==> config.mk <==
export PLATFORM = sky130hd
export DESIGN_NAME = scdc_top
export DESIGN_NICKNAME = d
export VERILOG_FILES = /design/src/scdc_pkg.sv /design/src/scdc_sync3.sv /design/src/scdc_mode_decode.sv /design/src/scdc_top.sv
export SDC_FILE = /design/constraint.sdc
export NUM_CORES = 1
export LEC_CHECK = 0
export BUFFER_PORTS_ARGS = -buffer_cell sky130_fd_sc_hd__buf_2
export CORE_MARGIN = 3
export CORE_UTILIZATION = 51
export CTS_CLUSTER_DIAMETER = 50
export DETAILED_ROUTE_END_ITERATION = 16
export PLACE_DENSITY = 0.79
export SLEW_MARGIN = 20
export SYNTH_ARGS = -nofsm -noshare
export SYNTH_HDL_FRONTEND = slang
export SYNTH_SLANG_ARGS = --single-unit
==> constraint.sdc <==
create_clock -name clk -period 1.25 [get_ports clk]
set_input_delay 0.1875 -clock clk [delete_from_list [all_inputs] [get_ports clk]]
set_output_delay 0.1875 -clock clk [all_outputs]
set_load 0.03 [all_outputs]
==> src/scdc_pkg.sv <==
/*
   package for the sample clock delay configuration block: register offsets,
   field layouts, reset values, step limits, mode codes and carrier structs.
   assumes a single 50 MHz clock domain and an 8-bit register port.
*/
package scdc_pkg;

   // ----------------------------------------------------------------
   // bus geometry
   // ----------------------------------------------------------------
   localparam int SCDC_ADDR_W = 12;
   localparam int SCDC_DATA_W = 8;

   // ----------------------------------------------------------------
   // register offsets
   // ----------------------------------------------------------------
   localparam logic [11:0] SCDC_OFS_PHASE = 12'h10b;
   localparam logic [11:0] SCDC_OFS_MODE = 12'h110;
   localparam logic [11:0] SCDC_OFS_SUPER = 12'h111;
   localparam logic [11:0] SCDC_OFS_FINE = 12'h112;

   // ----------------------------------------------------------------
   // reset values
   // ----------------------------------------------------------------
   localparam logic [2:0] SCDC_RST_MODE = 3'h0;
   localparam logic [7:0] SCDC_RST_SUPER = 8'h00;
   localparam logic [7:0] SCDC_RST_FINE = 8'hc0;
   localparam logic [3:0] SCDC_RST_PHASE = 4'h0;

   // ----------------------------------------------------------------
   // field widths and step limits
   // ----------------------------------------------------------------
   localparam int SCDC_MODE_W = 3;
   localparam int SCDC_PHASE_W = 4;
   localparam int SCDC_STEP_W = 8;
   localparam int SCDC_MODE_PAD_W = SCDC_DATA_W - SCDC_MODE_W;
   localparam int SCDC_PHASE_PAD_W = SCDC_DATA_W - SCDC_PHASE_W;
   localparam logic [7:0] SCDC_FINE_SHORT_MAX = 8'h10;
   localparam logic [7:0] SCDC_FINE_FULL_MAX = 8'hc0;
   localparam logic [7:0] SCDC_SUPER_MAX = 8'h80;
   localparam logic [7:0] SCDC_STEPS_ZERO = 8'h00;
   localparam logic [1:0] SCDC_SKEW_ZERO = 2'h0;

   // step sizes in femtoseconds, for reference by users of the outputs
   localparam int SCDC_FINE_STEP_FS = 1725;
   localparam int SCDC_SUPER_STEP_FS = 250;

   // ----------------------------------------------------------------
   // delay mode codes
   // ----------------------------------------------------------------
   typedef enum logic [2:0] {
      SCDC_MODE_NONE = 3'b000,
      SCDC_MODE_FINE_SHORT = 3'b010,
      SCDC_MODE_FINE_LOWJIT = 3'b011,
      SCDC_MODE_FINE_FULL = 3'b100,
      SCDC_MODE_FINE_SUPER = 3'b110
   } scdc_mode_type;

   // ----------------------------------------------------------------
   // carriers
   // ----------------------------------------------------------------
   typedef struct packed {
      logic fine_en;
      logic superfine_en;
      logic lowest_jitter;
      logic [7:0] fine_steps;
      logic [7:0] superfine_steps;
   } scdc_delay_type;

   typedef struct packed {
      logic window_en;
      logic [1:0] neg_skew;
      logic [1:0] pos_skew;
   } scdc_skew_type;

endpackage

==> src/scdc_sync3.sv <==
/*
   three-stage synchroniser with agreement filter for one pin level.
   assumes din is asynchronous to clk; level follows once stages two and
   three agree, rise pulses for one cycle on a low-to-high change.
*/
module scdc_sync3
   import scdc_pkg::*;
(
   input wire logic clk,
   input wire logic rstn,
   input wire logic din,
   output logic level,
   output logic rise
);

   logic s1_reg;
   logic s2_reg;
   logic s3_reg;

   always_ff @(posedge clk or negedge rstn)
   begin
      if (!rstn)
      begin
         s1_reg <= 1'b0;
         s2_reg <= 1'b0;
         s3_reg <= 1'b0;
      end
      else
      begin
         s1_reg <= din;
         s2_reg <= s1_reg;
         s3_reg <= s2_reg;
      end
   end

   always_ff @(posedge clk or negedge rstn)
   begin
      if (!rstn)
      begin
         level <= 1'b0;
         rise <= 1'b0;
      end
      else
      begin
         rise <= (s2_reg == s3_reg) && s3_reg && !level;
         if (s2_reg == s3_reg)
         begin
            level <= s3_reg;
         end
      end
   end

endmodule

==> src/scdc_mode_decode.sv <==
/*
   combinational decode of the delay mode into applied fine and superfine
   settings. assumes step values are already saturated by the register bank.
*/
module scdc_mode_decode
   import scdc_pkg::*;
(
   input wire logic [2:0] mode,
   input wire logic [7:0] fine,
   input wire logic [7:0] superfine,
   output scdc_delay_type delay
);

   always_comb
   begin
      delay = '0;
      case (scdc_mode_type'(mode))
         SCDC_MODE_FINE_SHORT:
         begin
            delay.fine_en = 1'b1;
            delay.superfine_en = 1'b1;
            delay.fine_steps = (fine > SCDC_FINE_SHORT_MAX) ? SCDC_FINE_SHORT_MAX : fine;
            delay.superfine_steps = superfine;
         end
         SCDC_MODE_FINE_LOWJIT:
         begin
            delay.fine_en = 1'b1;
            delay.lowest_jitter = 1'b1;
            delay.fine_steps = (fine > SCDC_FINE_SHORT_MAX) ? SCDC_FINE_SHORT_MAX : fine;
         end
         SCDC_MODE_FINE_FULL:
         begin
            delay.fine_en = 1'b1;
            delay.fine_steps = fine;
         end
         SCDC_MODE_FINE_SUPER:
         begin
            delay.fine_en = 1'b1;
            delay.superfine_en = 1'b1;
            delay.fine_steps = fine;
            delay.superfine_steps = superfine;
         end
         default:
         begin
            delay = '0;
         end
      endcase
   end

endmodule

==> src/scdc_top.sv <==
/*
   register bank for the sample clock delay path: mode select, fine and
   superfine adjust, and the divider phase captured at the sync event.
   assumes a plain register port with one-cycle strobes, read data in the
   following cycle, skew-window controls and phase status from device logic
   on the same clock, and an asynchronous sync pin.
*/
// Notes on behaviour
// - report captured divider phase, four bits
// - phase status meaningful only with window enabled
// - zero windows: phase equals phase status bits
// - three-bit mode select, resets to no delay
// - mode 010: fine delay, 0 to 16
// - mode 011: lowest jitter fine, 0 to 16
// - mode 100: fine delay, full 192 steps
// - mode 110: fine 192 plus superfine 128
// - eight-bit superfine value, resets zero, max 128
// - superfine used only in modes 010, 110
// - eight-bit fine value, 1.725 ps per step
// - fine used only in modes 2,3,4,6
// - fine range 0 to 192, resets 192
module scdc_top
   import scdc_pkg::*;
(
   input wire logic clk,
   input wire logic rstn,
   input wire logic [11:0] addr,
   input wire logic [7:0] wdata,
   input wire logic wr,
   input wire logic rd,
   output logic [7:0] rdata,
   input wire logic sync_pin,
   input wire scdc_skew_type skew_cfg,
   input wire logic [3:0] divider_phase,
   input wire logic [7:0] sync_phase_status,
   output scdc_delay_type delay_out,
   output logic phase_valid,
   output logic [3:0] phase_offset
);

   // ----------------------------------------------------------------
   // declarations
   // ----------------------------------------------------------------
   logic [2:0] mode_reg;
   logic [7:0] super_reg;
   logic [7:0] fine_reg;
   logic [3:0] phase_reg;
   logic [7:0] rdata_next;
   logic sync_level;
   logic sync_rise;
   logic windows_zero;
   logic [3:0] phase_next;
   scdc_delay_type delay_next;

   // ----------------------------------------------------------------
   // sync pin
   // ----------------------------------------------------------------
   scdc_sync3 u_sync
   (
      .clk(clk),
      .rstn(rstn),
      .din(sync_pin),
      .level(sync_level),
      .rise(sync_rise)
   );

   // ----------------------------------------------------------------
   // mode register
   // ----------------------------------------------------------------
   always_ff @(posedge clk or negedge rstn)
   begin
      if (!rstn)
      begin
         mode_reg <= SCDC_RST_MODE;
      end
      else if (wr && (addr == SCDC_OFS_MODE))
      begin
         mode_reg <= wdata[SCDC_MODE_W-1:0];
      end
   end

   // ----------------------------------------------------------------
   // superfine adjust register
   // ----------------------------------------------------------------
   always_ff @(posedge clk or negedge rstn)
   begin
      if (!rstn)
      begin
         super_reg <= SCDC_RST_SUPER;
      end
      else if (wr && (addr == SCDC_OFS_SUPER))
      begin
         // saturate at the top step
         super_reg <= (wdata > SCDC_SUPER_MAX) ? SCDC_SUPER_MAX : wdata;
      end
   end

   // ----------------------------------------------------------------
   // fine adjust register
   // ----------------------------------------------------------------
   always_ff @(posedge clk or negedge rstn)
   begin
      if (!rstn)
      begin
         fine_reg <= SCDC_RST_FINE;
      end
      else if (wr && (addr == SCDC_OFS_FINE))
      begin
         // out-of-range writes clamp rather than wrap
         fine_reg <= (wdata > SCDC_FINE_FULL_MAX) ? SCDC_FINE_FULL_MAX : wdata;
      end
   end

   // ----------------------------------------------------------------
   // divider phase capture
   // ----------------------------------------------------------------
   assign windows_zero = (skew_cfg.neg_skew == SCDC_SKEW_ZERO) &&
                         (skew_cfg.pos_skew == SCDC_SKEW_ZERO);

   always_comb
   begin
      if (windows_zero)
      begin
         phase_next = sync_phase_status[SCDC_PHASE_W-1:0];
      end
      else
      begin
         phase_next = divider_phase;
      end
   end

   always_ff @(posedge clk or negedge rstn)
   begin
      if (!rstn)
      begin
         phase_reg <= SCDC_RST_PHASE;
      end
      else if (sync_rise && skew_cfg.window_en)
      begin
         phase_reg <= phase_next;
      end
   end

   always_ff @(posedge clk or negedge rstn)
   begin
      if (!rstn)
      begin
         phase_valid <= 1'b0;
         phase_offset <= SCDC_RST_PHASE;
      end
      else
      begin
         phase_valid <= skew_cfg.window_en;
         phase_offset <= phase_reg;
      end
   end

   // ----------------------------------------------------------------
   // applied delay
   // ----------------------------------------------------------------
   scdc_mode_decode u_decode
   (
      .mode(mode_reg),
      .fine(fine_reg),
      .superfine(super_reg),
      .delay(delay_next)
   );

   always_ff @(posedge clk or negedge rstn)
   begin
      if (!rstn)
      begin
         delay_out <= '0;
      end
      else
      begin
         delay_out <= delay_next;
      end
   end

   // ----------------------------------------------------------------
   // read path
   // ----------------------------------------------------------------
   always_comb
   begin
      rdata_next = '0;
      if (rd)
      begin
         case (addr)
            SCDC_OFS_MODE: rdata_next = {{SCDC_MODE_PAD_W{1'b0}}, mode_reg};
            SCDC_OFS_SUPER: rdata_next = super_reg;
            SCDC_OFS_FINE: rdata_next = fine_reg;
            SCDC_OFS_PHASE: rdata_next = {{SCDC_PHASE_PAD_W{1'b0}}, phase_reg};
            default: rdata_next = '0;
         endcase
      end
   end

   always_ff @(posedge clk or negedge rstn)
   begin
      if (!rstn)
      begin
         rdata <= '0;
      end
      else
      begin
         rdata <= rdata_next;
      end
   end
endmodule

# Word level (Yosys, flattened, before mapping)
# Cells that the tools add are included.
# Widths: inputs -> output; s select.
[totals]
register_bits = 60
inputBits = 42
output_inout_bits = 32
elab_cells = 54
[classes]
magnitude_cmp = 3
eq_ne = 9
muxes = 11
reduce_logical = 14
[op_table]
columns = ["cell", "n"]
rows = [
  ["$eq 12x9->1 const B", 4],
  ["$mux 8", 5],
  ["$pmux 8 s4", 1],
  ["$gt 8x8->1 const B", 2],
  ["$pmux 8 s2", 1],
  ["$gt 8x5->1 const B", 1],
  ["$logic_and 1x1->1", 7],
  ["$eq 3x2->1 const B", 2],
  ["$eq 3x3->1 const B", 2],
  ["$reduce_or 2->1", 3],
  ["$logic_not 2->1", 2],
  ["$mux 4", 1],
  ["$reduce_or 4->1", 1],
  ["$mux 1", 3],
  ["$eq 1x1->1", 1],
  ["$logic_not 1->1", 1],
]

# Depth between registers and ports, before layout
# Gate-level depths: netlist of the first run.
[depth]
depth_word = 3
ltp_mapped = 5
mapped_depth_nobuf = 3

# By module
# A second synthesis of the first run with hierarchy kept.
[hier_totals]
cells_unflattened = 190
area_unflattened_um2 = 2571.2
[by_module_without_submodules]
columns = ["module", "n_inst", "cells_each", "area_each_um2", "seq_area_each_um2"]
rows = [
  ["scdc_top", 1, 153, 2190.9, 1378.8],
  ["scdc_mode_decode", 1, 29, 221.5, 0.0],
  ["scdc_sync3", 1, 8, 158.9, 125.1],
]

# Worst setup path before layout of the first run
# OpenSTA, ideal clock, no wires.
[synth_path]
path_kind = "input port to flip-flop"
start = "input addr[2]"
end = "register super_reg[0]"
setup_ns = 0.125
t_arrival_ns = 1.680
required_time_ns = 1.125
path_slack_ns = -0.555
stages = 4
path_buffers = 1
path_cell_list = "or4_1 -> or4_1 -> buf_6 -> mux2_4"
[synth_between]
elab_chain_cells = 2
[synth_lines]
columns = ["element", "line", "source"]
rows = [
  ["start: declaration", "scdc_top.sv:27", "input wire logic [11:0] addr,"],
  ["$eq 12x9->1", "scdc_top.sv:91", "else if (wr && (addr == SCDC_OFS_SUPER))"],
  ["$logic_and 1x1->1", "scdc_top.sv:91", ""],
  ["end signal: assignment", "scdc_top.sv:94", "super_reg <= (wdata > SCDC_SUPER_MAX) ? SCDC_SUPER_MAX : wdata;"],
  ["end: declaration", "scdc_top.sv:45", "logic [7:0] super_reg;"],
]
# No other way between the ends.
# A chain may end at the register's enable or synchronous reset.

# Final worst setup path of the first run
[layout_path]
start = "input addr[1]"
end = "register super_reg[2]"
# Same word-level chain as after synthesis.

==> flow_summary.ini, run 1 <==
[timing]
max-slew-margin-rel_pct = 74.4
period_share_pct = 128
fin_tns_setup_ps = -3230
finalHoldViolCount = 0
maxSlewViolCount = 0
setup_viol = 11
setup_ws_ps = -345
fin_crit_ps = 1590
clock_skew_ps = 5.98
rsz0062_at_grt = yes
fmax_mhz = 627
max_slew.worst_pin.slew_ps = 379

[place]
dpl_cell_area_sq_um = 3030
place_congestion = 0.827
portBuffers = 69
placed_cells = 340
place_hpwl_um = 3620

[yosys]
ys_ff_latch = 60
synth-xor-area-share_pct = 0
synth_top_area_share_pct = 58.1
synthTopCellsByArea = dfrtp_1 58%, mux2_4 4.8%, mux2_2 4.1%, mux2i_1 4.0%, nor2b_1 3.8%
yosys.area_share.simple_pct = 18.5
ys_types = 31
netlist_area_sq_um = 2500
synth_area_leader_cell = dfrtp_1
synth_mux_area_share_pct = 12.9
syn_area_per_cell_sq_um = 12.6
synth_top_family_by_area = simple AND/OR/NAND/NOR gates
syn-num-nets = 241
synth_compound_area_share_pct = 5.11
synth_cells = 198
yosysSeqAreaShare_pct = 60.2
synth_fa_ha_area_share_pct = 0.501
yosysWarnings = 0

[final_layout]
final_area_sq_um = 3300
largest_register = delay_out
multiInputGateArea_sq_um = 961
layout.nets = 333
ff_latch_area_sq_um = 1500
antenna_cells = 0
postLayoutCoreUtil_pct = 72.9
layout_commonest_cell = buf_2
fin_cells = 360
areaGrowthSynthToFinish_pct = 32.2
final_cell_mix = 66 x buf_2, 58 x dfrtp_1, 16 x buf_4, 15 x nor2b_1, 13 x and2_1
drive_above_1_share_pct = 42.7
largest_register_ffs = 19
fillerInstances = 323

[cts]
cts_tree = yes
h-tree-depth = 3
cts_buffers = 9
cts-root-buf = clkbuf_8
cts_max_path_buffers = 2
clk_pin_slew_worst_paths_ps = 60
clk_latency_ps = 340
cts.sinks = 60

[outcome]
status = complete, but fails checks
violations = negative setup slack

[die]
core-area_sq_um = 4530
die_area_sq_um = 5780
fp.dieH_um = 76.0
boundaryPins = 74
std_cell_rows = 24
die_x_um = 76.0
start_util_pct = 55.1

[critical_path]
cp_slowest_cell = or4_4
critical_path.max_fanout = 8
cp_data_required_time_ps = 1470
cp-start-kind = primary input
critical_path.max_stage_delay_ps = 650
crit_arrival_ps = 1820
endpoint_kind = flip-flop
crit_chain = buf_6 -> or4bb_1 -> or4_4 -> mux2_4
path_class = primary input to flip-flop

[route]
viasPerCell = 5.03
top_layer = met4
wl_met3_um = 308
remaining_drc_errors = 0
firstDrtPassIters = 4
wl_met1_um = 2290
route.met2.wl_um = 2500
vias = 1809
drt_iter0_markers = 175
drt-total-wl_um = 5290
wl_per_cell_um = 14.7
final_antenna_net_count = 0

[global_route]
grtUsageTotal_pct = 18.9
grt_pass1_vias = 1819
overflow = 0
grt_max_degree = 61
antenna_found_initial = 0
grt_pass1_wl_um = 8560

[power]
p_leak_nw = 1.77
cellPowerDensity_nw_per_um2 = 1280
peakVddDrop_v = 0.00116
total_power_mw = 4.24

[flow_run]
cap_violations = 0

[min_path]
min_path_type = primary input to flip-flop
## report_power, final
part | internal (mW) | total [mW] | switching, mW
Clock | 1.03 | 1.73 | 0.702
Sequential | 2.04 | 2.08 | 0.0445
Combinational | 0.179 | 0.433 | 0.254
Total | 3.24 | 4.24 | 1.00
## layout make-up
| class | count | share of cell area [%] |
|---|---|---|
| clock buffers | 14 | 4.92 |
| clock inverters | 2 | 1.06 |
| inverters | 7 | 0.795 |
| multi-input cells | 123 | 29.1 |
| flip-flops and latches | 60 | 45.5 |
| well taps | 65 | 2.46 |
| repair buffers | 89 | 16.2 |
## per-layer routing
layer	track usage (%)	vias to the layer above
li1	-	882
met1	23.2	852
met2	30.1	56
met3	5.08	19
met4	11.6	0
met5	0	-
## path summary, 6_finish.rpt
check	from	end	slack (ps)	depth (start not counted)
min in group asynchronous	rstn	delay_out[6]	380	3
worst max-delay path	addr[1]	super_reg[2]	-340	4
max in group asynchronous	rstn	fine_reg[7]	570	3
worst max register to register	fine_reg[3]	delay_out[10]	30	3
worst min register to register	u_sync.s1_reg	u_sync.s2_reg	350	0
worst min-delay path	wdata[5]	fine_reg[5]	110	3
## through the flow
| step | setup slack, ps | hold WS (ps) |
|---|---|---|
| final | -345 | 107 |
| after CTS | -291 | 98.5 |
| after floorplan | -538 | -108 |
| after global routing | -351 | 108 |
| after detailed placement | -664 | 215 |
| after global placement | -649 | 207 |
## cells in the mapped netlist
cell / n
or2_2: 1
dfstp_2: 2
or4bb_1: 1
nor2_1: 12
buf_6: 2
o21ai_0: 4
and2_1: 13
o41ai_1: 1
nor4b_1: 1
nor3_1: 1
and4b_1: 5
a31oi_1: 1
ha_1: 1
or4b_1: 1
clkbuf_1: 6
nor4_1: 3
nand3_1: 4
mux2_4: 8
o21a_1: 1
a22oi_1: 4
mux2_2: 9
nor4bb_1: 5
nand4_1: 2
nand2_1: 9
a211oi_1: 4
a21oi_1: 5
nor2b_1: 15
inv_1: 7
mux2i_1: 10
dfrtp_1: 58
or4_1: 2
## what timing repair did
| item | 4_1_cts | 5_1_grt |
|---|---|---|
| pin swaps | 3 | 5 |
| hold endpoints to repair | 60 | 0 |
| gates resized for setup | 2 | 5 |
| hold buffers | 3 | 0 |
| buffers inserted | 0 | 1 |
| endpoints found under the setup margin | 15 | 14 |
## cells by family (layout without fill, tap and decap cells)
group,count (synthesis),after routing
and+or+nand+nor,75,75
AOI/OAI and AO/OA,20,20
DFF,60,60
buffers and inverters,15,112
adders and majority gates,1,1
muxes,27,27
## worst max-delay path, delay by kind of cell
| family | cells | cell delay [ps] |
|---|---|---|
| simple gates | 2 | 1200 |
| mux | 1 | 330 |
| buf+inv | 1 | 90 |
Power figures use the tool's default switching activity.
==> run 2: changes to the inputs <==
ABC_AREA = 1   (was not set)
==> run 2 against run 1 <==
The run now ends clean. Sequential power about the same. Via count increased by 20%. Register-to-register slack improved by 40 ps. Die area increased by 0.69%. Area after synthesis increased by 0.75%. First-iteration DRC count increased by 1.1%. Worst setup slack improved by 420 ps.
==> flow_summary.ini, run 2 <==
[critical_path]
crit_path_end = delay_out[10]
reg2reg_from = fine_reg[6]
critical_path.max_fanout = 4
endpoint_kind = flip-flop
cp_data_required_time_ps = 1470
critical_path.max_stage_delay_ps = 530
r2r_slack_ps = 70
crit_start = fine_reg[6]
r2r-end = delay_out[10]
crit_arrival_ps = 1400
r2r_cells = 6
crit_chain = inv_1 -> nand3_2 -> a21oi_1 -> a21boi_1 -> buf_4 -> nor2_1
path_class = flip-flop to flip-flop
cp_slowest_cell = dfstp_2
cp-start-kind = flip-flop

[yosys]
yosysSeqAreaShare_pct = 59.7
synth_edf_count = 0
synth_area_leader_cell = dfrtp_1
syn-num-nets = 327
netlist_area_sq_um = 2520
synth_top_area_share_pct = 57.7
ys_ff_latch = 60
synthTopCellsByArea = dfrtp_1 58%, nand3_1 7.4%, nor2_1 7.3%, nand2_1 6.9%, inv_1 6.6%
ys_types = 20
synth.most_common_cell = dfrtp_1
synth_cells = 284
yosysWarnings = 0
synth-async-reset-ratio_pct = 100
synthTopCellsByCount = 58 x dfrtp_1, 49 x nor2_1, 46 x nand2_1
synth-main-ff-cell = dfrtp_1
syn_area_per_cell_sq_um = 8.86

[route]
remaining_drc_errors = 0
viasPerCell = 4.80
drt-total-wl_um = 5590
drt_iter0_markers = 177
final_antenna_net_count = 0
wl_per_cell_um = 12.3
vias = 2177
firstDrtPassIters = 4

[global_route]
overflow = 0
grt_pass1_vias = 2170
grt_pass1_wl_um = 9870
grtUsageTotal_pct = 21.3
antenna_found_initial = 0
grt_max_degree = 42

[timing]
max-slew-margin-rel_pct = 82.2
setup_ws_ps = 71.5
period_share_pct = 94.3
fin_hold_ws_ps = 106
fmax_mhz = 849
fin_crit_ps = 1180
clock_skew_ps = 4.47
setup_viol = 0
fin_tns_setup_ps = 0
finalHoldViolCount = 0
max_slew.worst_pin.slew_ps = 266
maxSlewViolCount = 0

[final_layout]
antenna_cells = 0
areaGrowthSynthToFinish_pct = 31.1
postLayoutCoreUtil_pct = 72.3
layout.nets = 427
layout_commonest_cell = buf_2
final_cell_mix = 69 x buf_2, 58 x dfrtp_1, 49 x nor2_1, 46 x nand2_1, 43 x inv_1
fin_cells = 454
final_area_sq_um = 3300
largest_register = delay_out
largest_register_ffs = 19
drive_above_1_share_pct = 29.8

[place]
dpl_cell_area_sq_um = 3080
placed_cells = 433
portBuffers = 69
place_hpwl_um = 4090
place_congestion = 0.827
dp_slack_ps = -176

[cts]
clk_latency_ps = 330
cts_buffers = 9
cts.sinks = 60
cts_max_path_buffers = 2
cts_tree = yes
cts-root-buf = clkbuf_8
clk_pin_slew_worst_paths_ps = 70
h-tree-depth = 3

[power]
peakVddDrop_v = 0.000931
p_leak_nw = 1.82
cellPowerDensity_nw_per_um2 = 1200
total_power_mw = 3.95

[outcome]
status = completed

[die]
std_cell_rows = 24
die_area_sq_um = 5810
die_x_um = 76.3
boundaryPins = 74
start_util_pct = 55.2
core-area_sq_um = 4560
fp.dieH_um = 76.3

[flow_run]
cap_violations = 0

[min_path]
min_path_type = primary input to flip-flop
run 2: layout make-up:
cell class | instances | area, sq um
Fill cell | 346 | 1260
Multi-Input combinational cell | 178 | 837
Inverter | 44 | 165
Timing Repair Buffer | 91 | 543
Clock inverter | 5 | 27.5
Sequential cell | 60 | 1500
Clock buffer | 11 | 141
Tap cell | 65 | 81.3
run 2: cells by family (layout without fill, tap and decap cells):
| group | after synthesis | in the layout | synth area share (%) |
|---|---|---|---|
| simple gates | 142 | 143 | 25.0 |
| buf+inv | 47 | 151 | 7.65 |
| compound gates | 33 | 33 | 6.66 |
| mux | 1 | 1 | 0.447 |
| fa+ha+maj | 1 | 1 | 0.497 |
| flops | 60 | 60 | 59.7 |
run 2: what timing repair did:
| item | CTS | global route |
|---|---|---|
| hold buffers | 3 | 0 |
| resized for setup | 0 | 4 |
| setup buffers | 0 | 1 |
| hold endpoints to repair | 60 | 0 |
| setup endpoints to repair | 0 | 11 |
run 2: power by group:
group          switching [mW]  internal (mW)
clock network           0.733          0.758
logic                   0.242          0.141
registers              0.0454           2.03
total                    1.02           2.93
run 2: how the worst min path moves through the flow:
| stage | to | from | slack (ps) | cells past startpoint |
|---|---|---|---|---|
| finish | super_reg[7] | wdata[7] | 110 | 3 |
| global route | fine_reg[7] | wdata[7] | 110 | 3 |
| CTS | super_reg[7] | wdata[7] | 90 | 3 |
| detailed placement | rdata[6] | rstn | 180 | 2 |
| global placement | rdata[6] | rstn | 190 | 2 |
| floorplan | delay_out[0] | rstn | -110 | 0 |
run 2: critical path, delay by kind of cell, from the launching register on:
family / cells / cell delay, ps
AOI/OAI and AO/OA: 2 / 190
buffers and inverters: 2 / 210
DFF: 1 / 530
and+or+nand+nor: 2 / 140
run 2: metal layers:
layer | track usage [%] | routed length (um) | vias to the layer above | part of all wire (%)
met4 | 10.7 | 137 | 0 | 2.5
met2 | 31.8 | 2520 | 77 | 45
met3 | 5.67 | 338 | 14 | 6.0
met5 | 0 | 0 | - | 0
li1 | - | - | 1093 | -
met1 | 28.7 | 2590 | 993 | 46
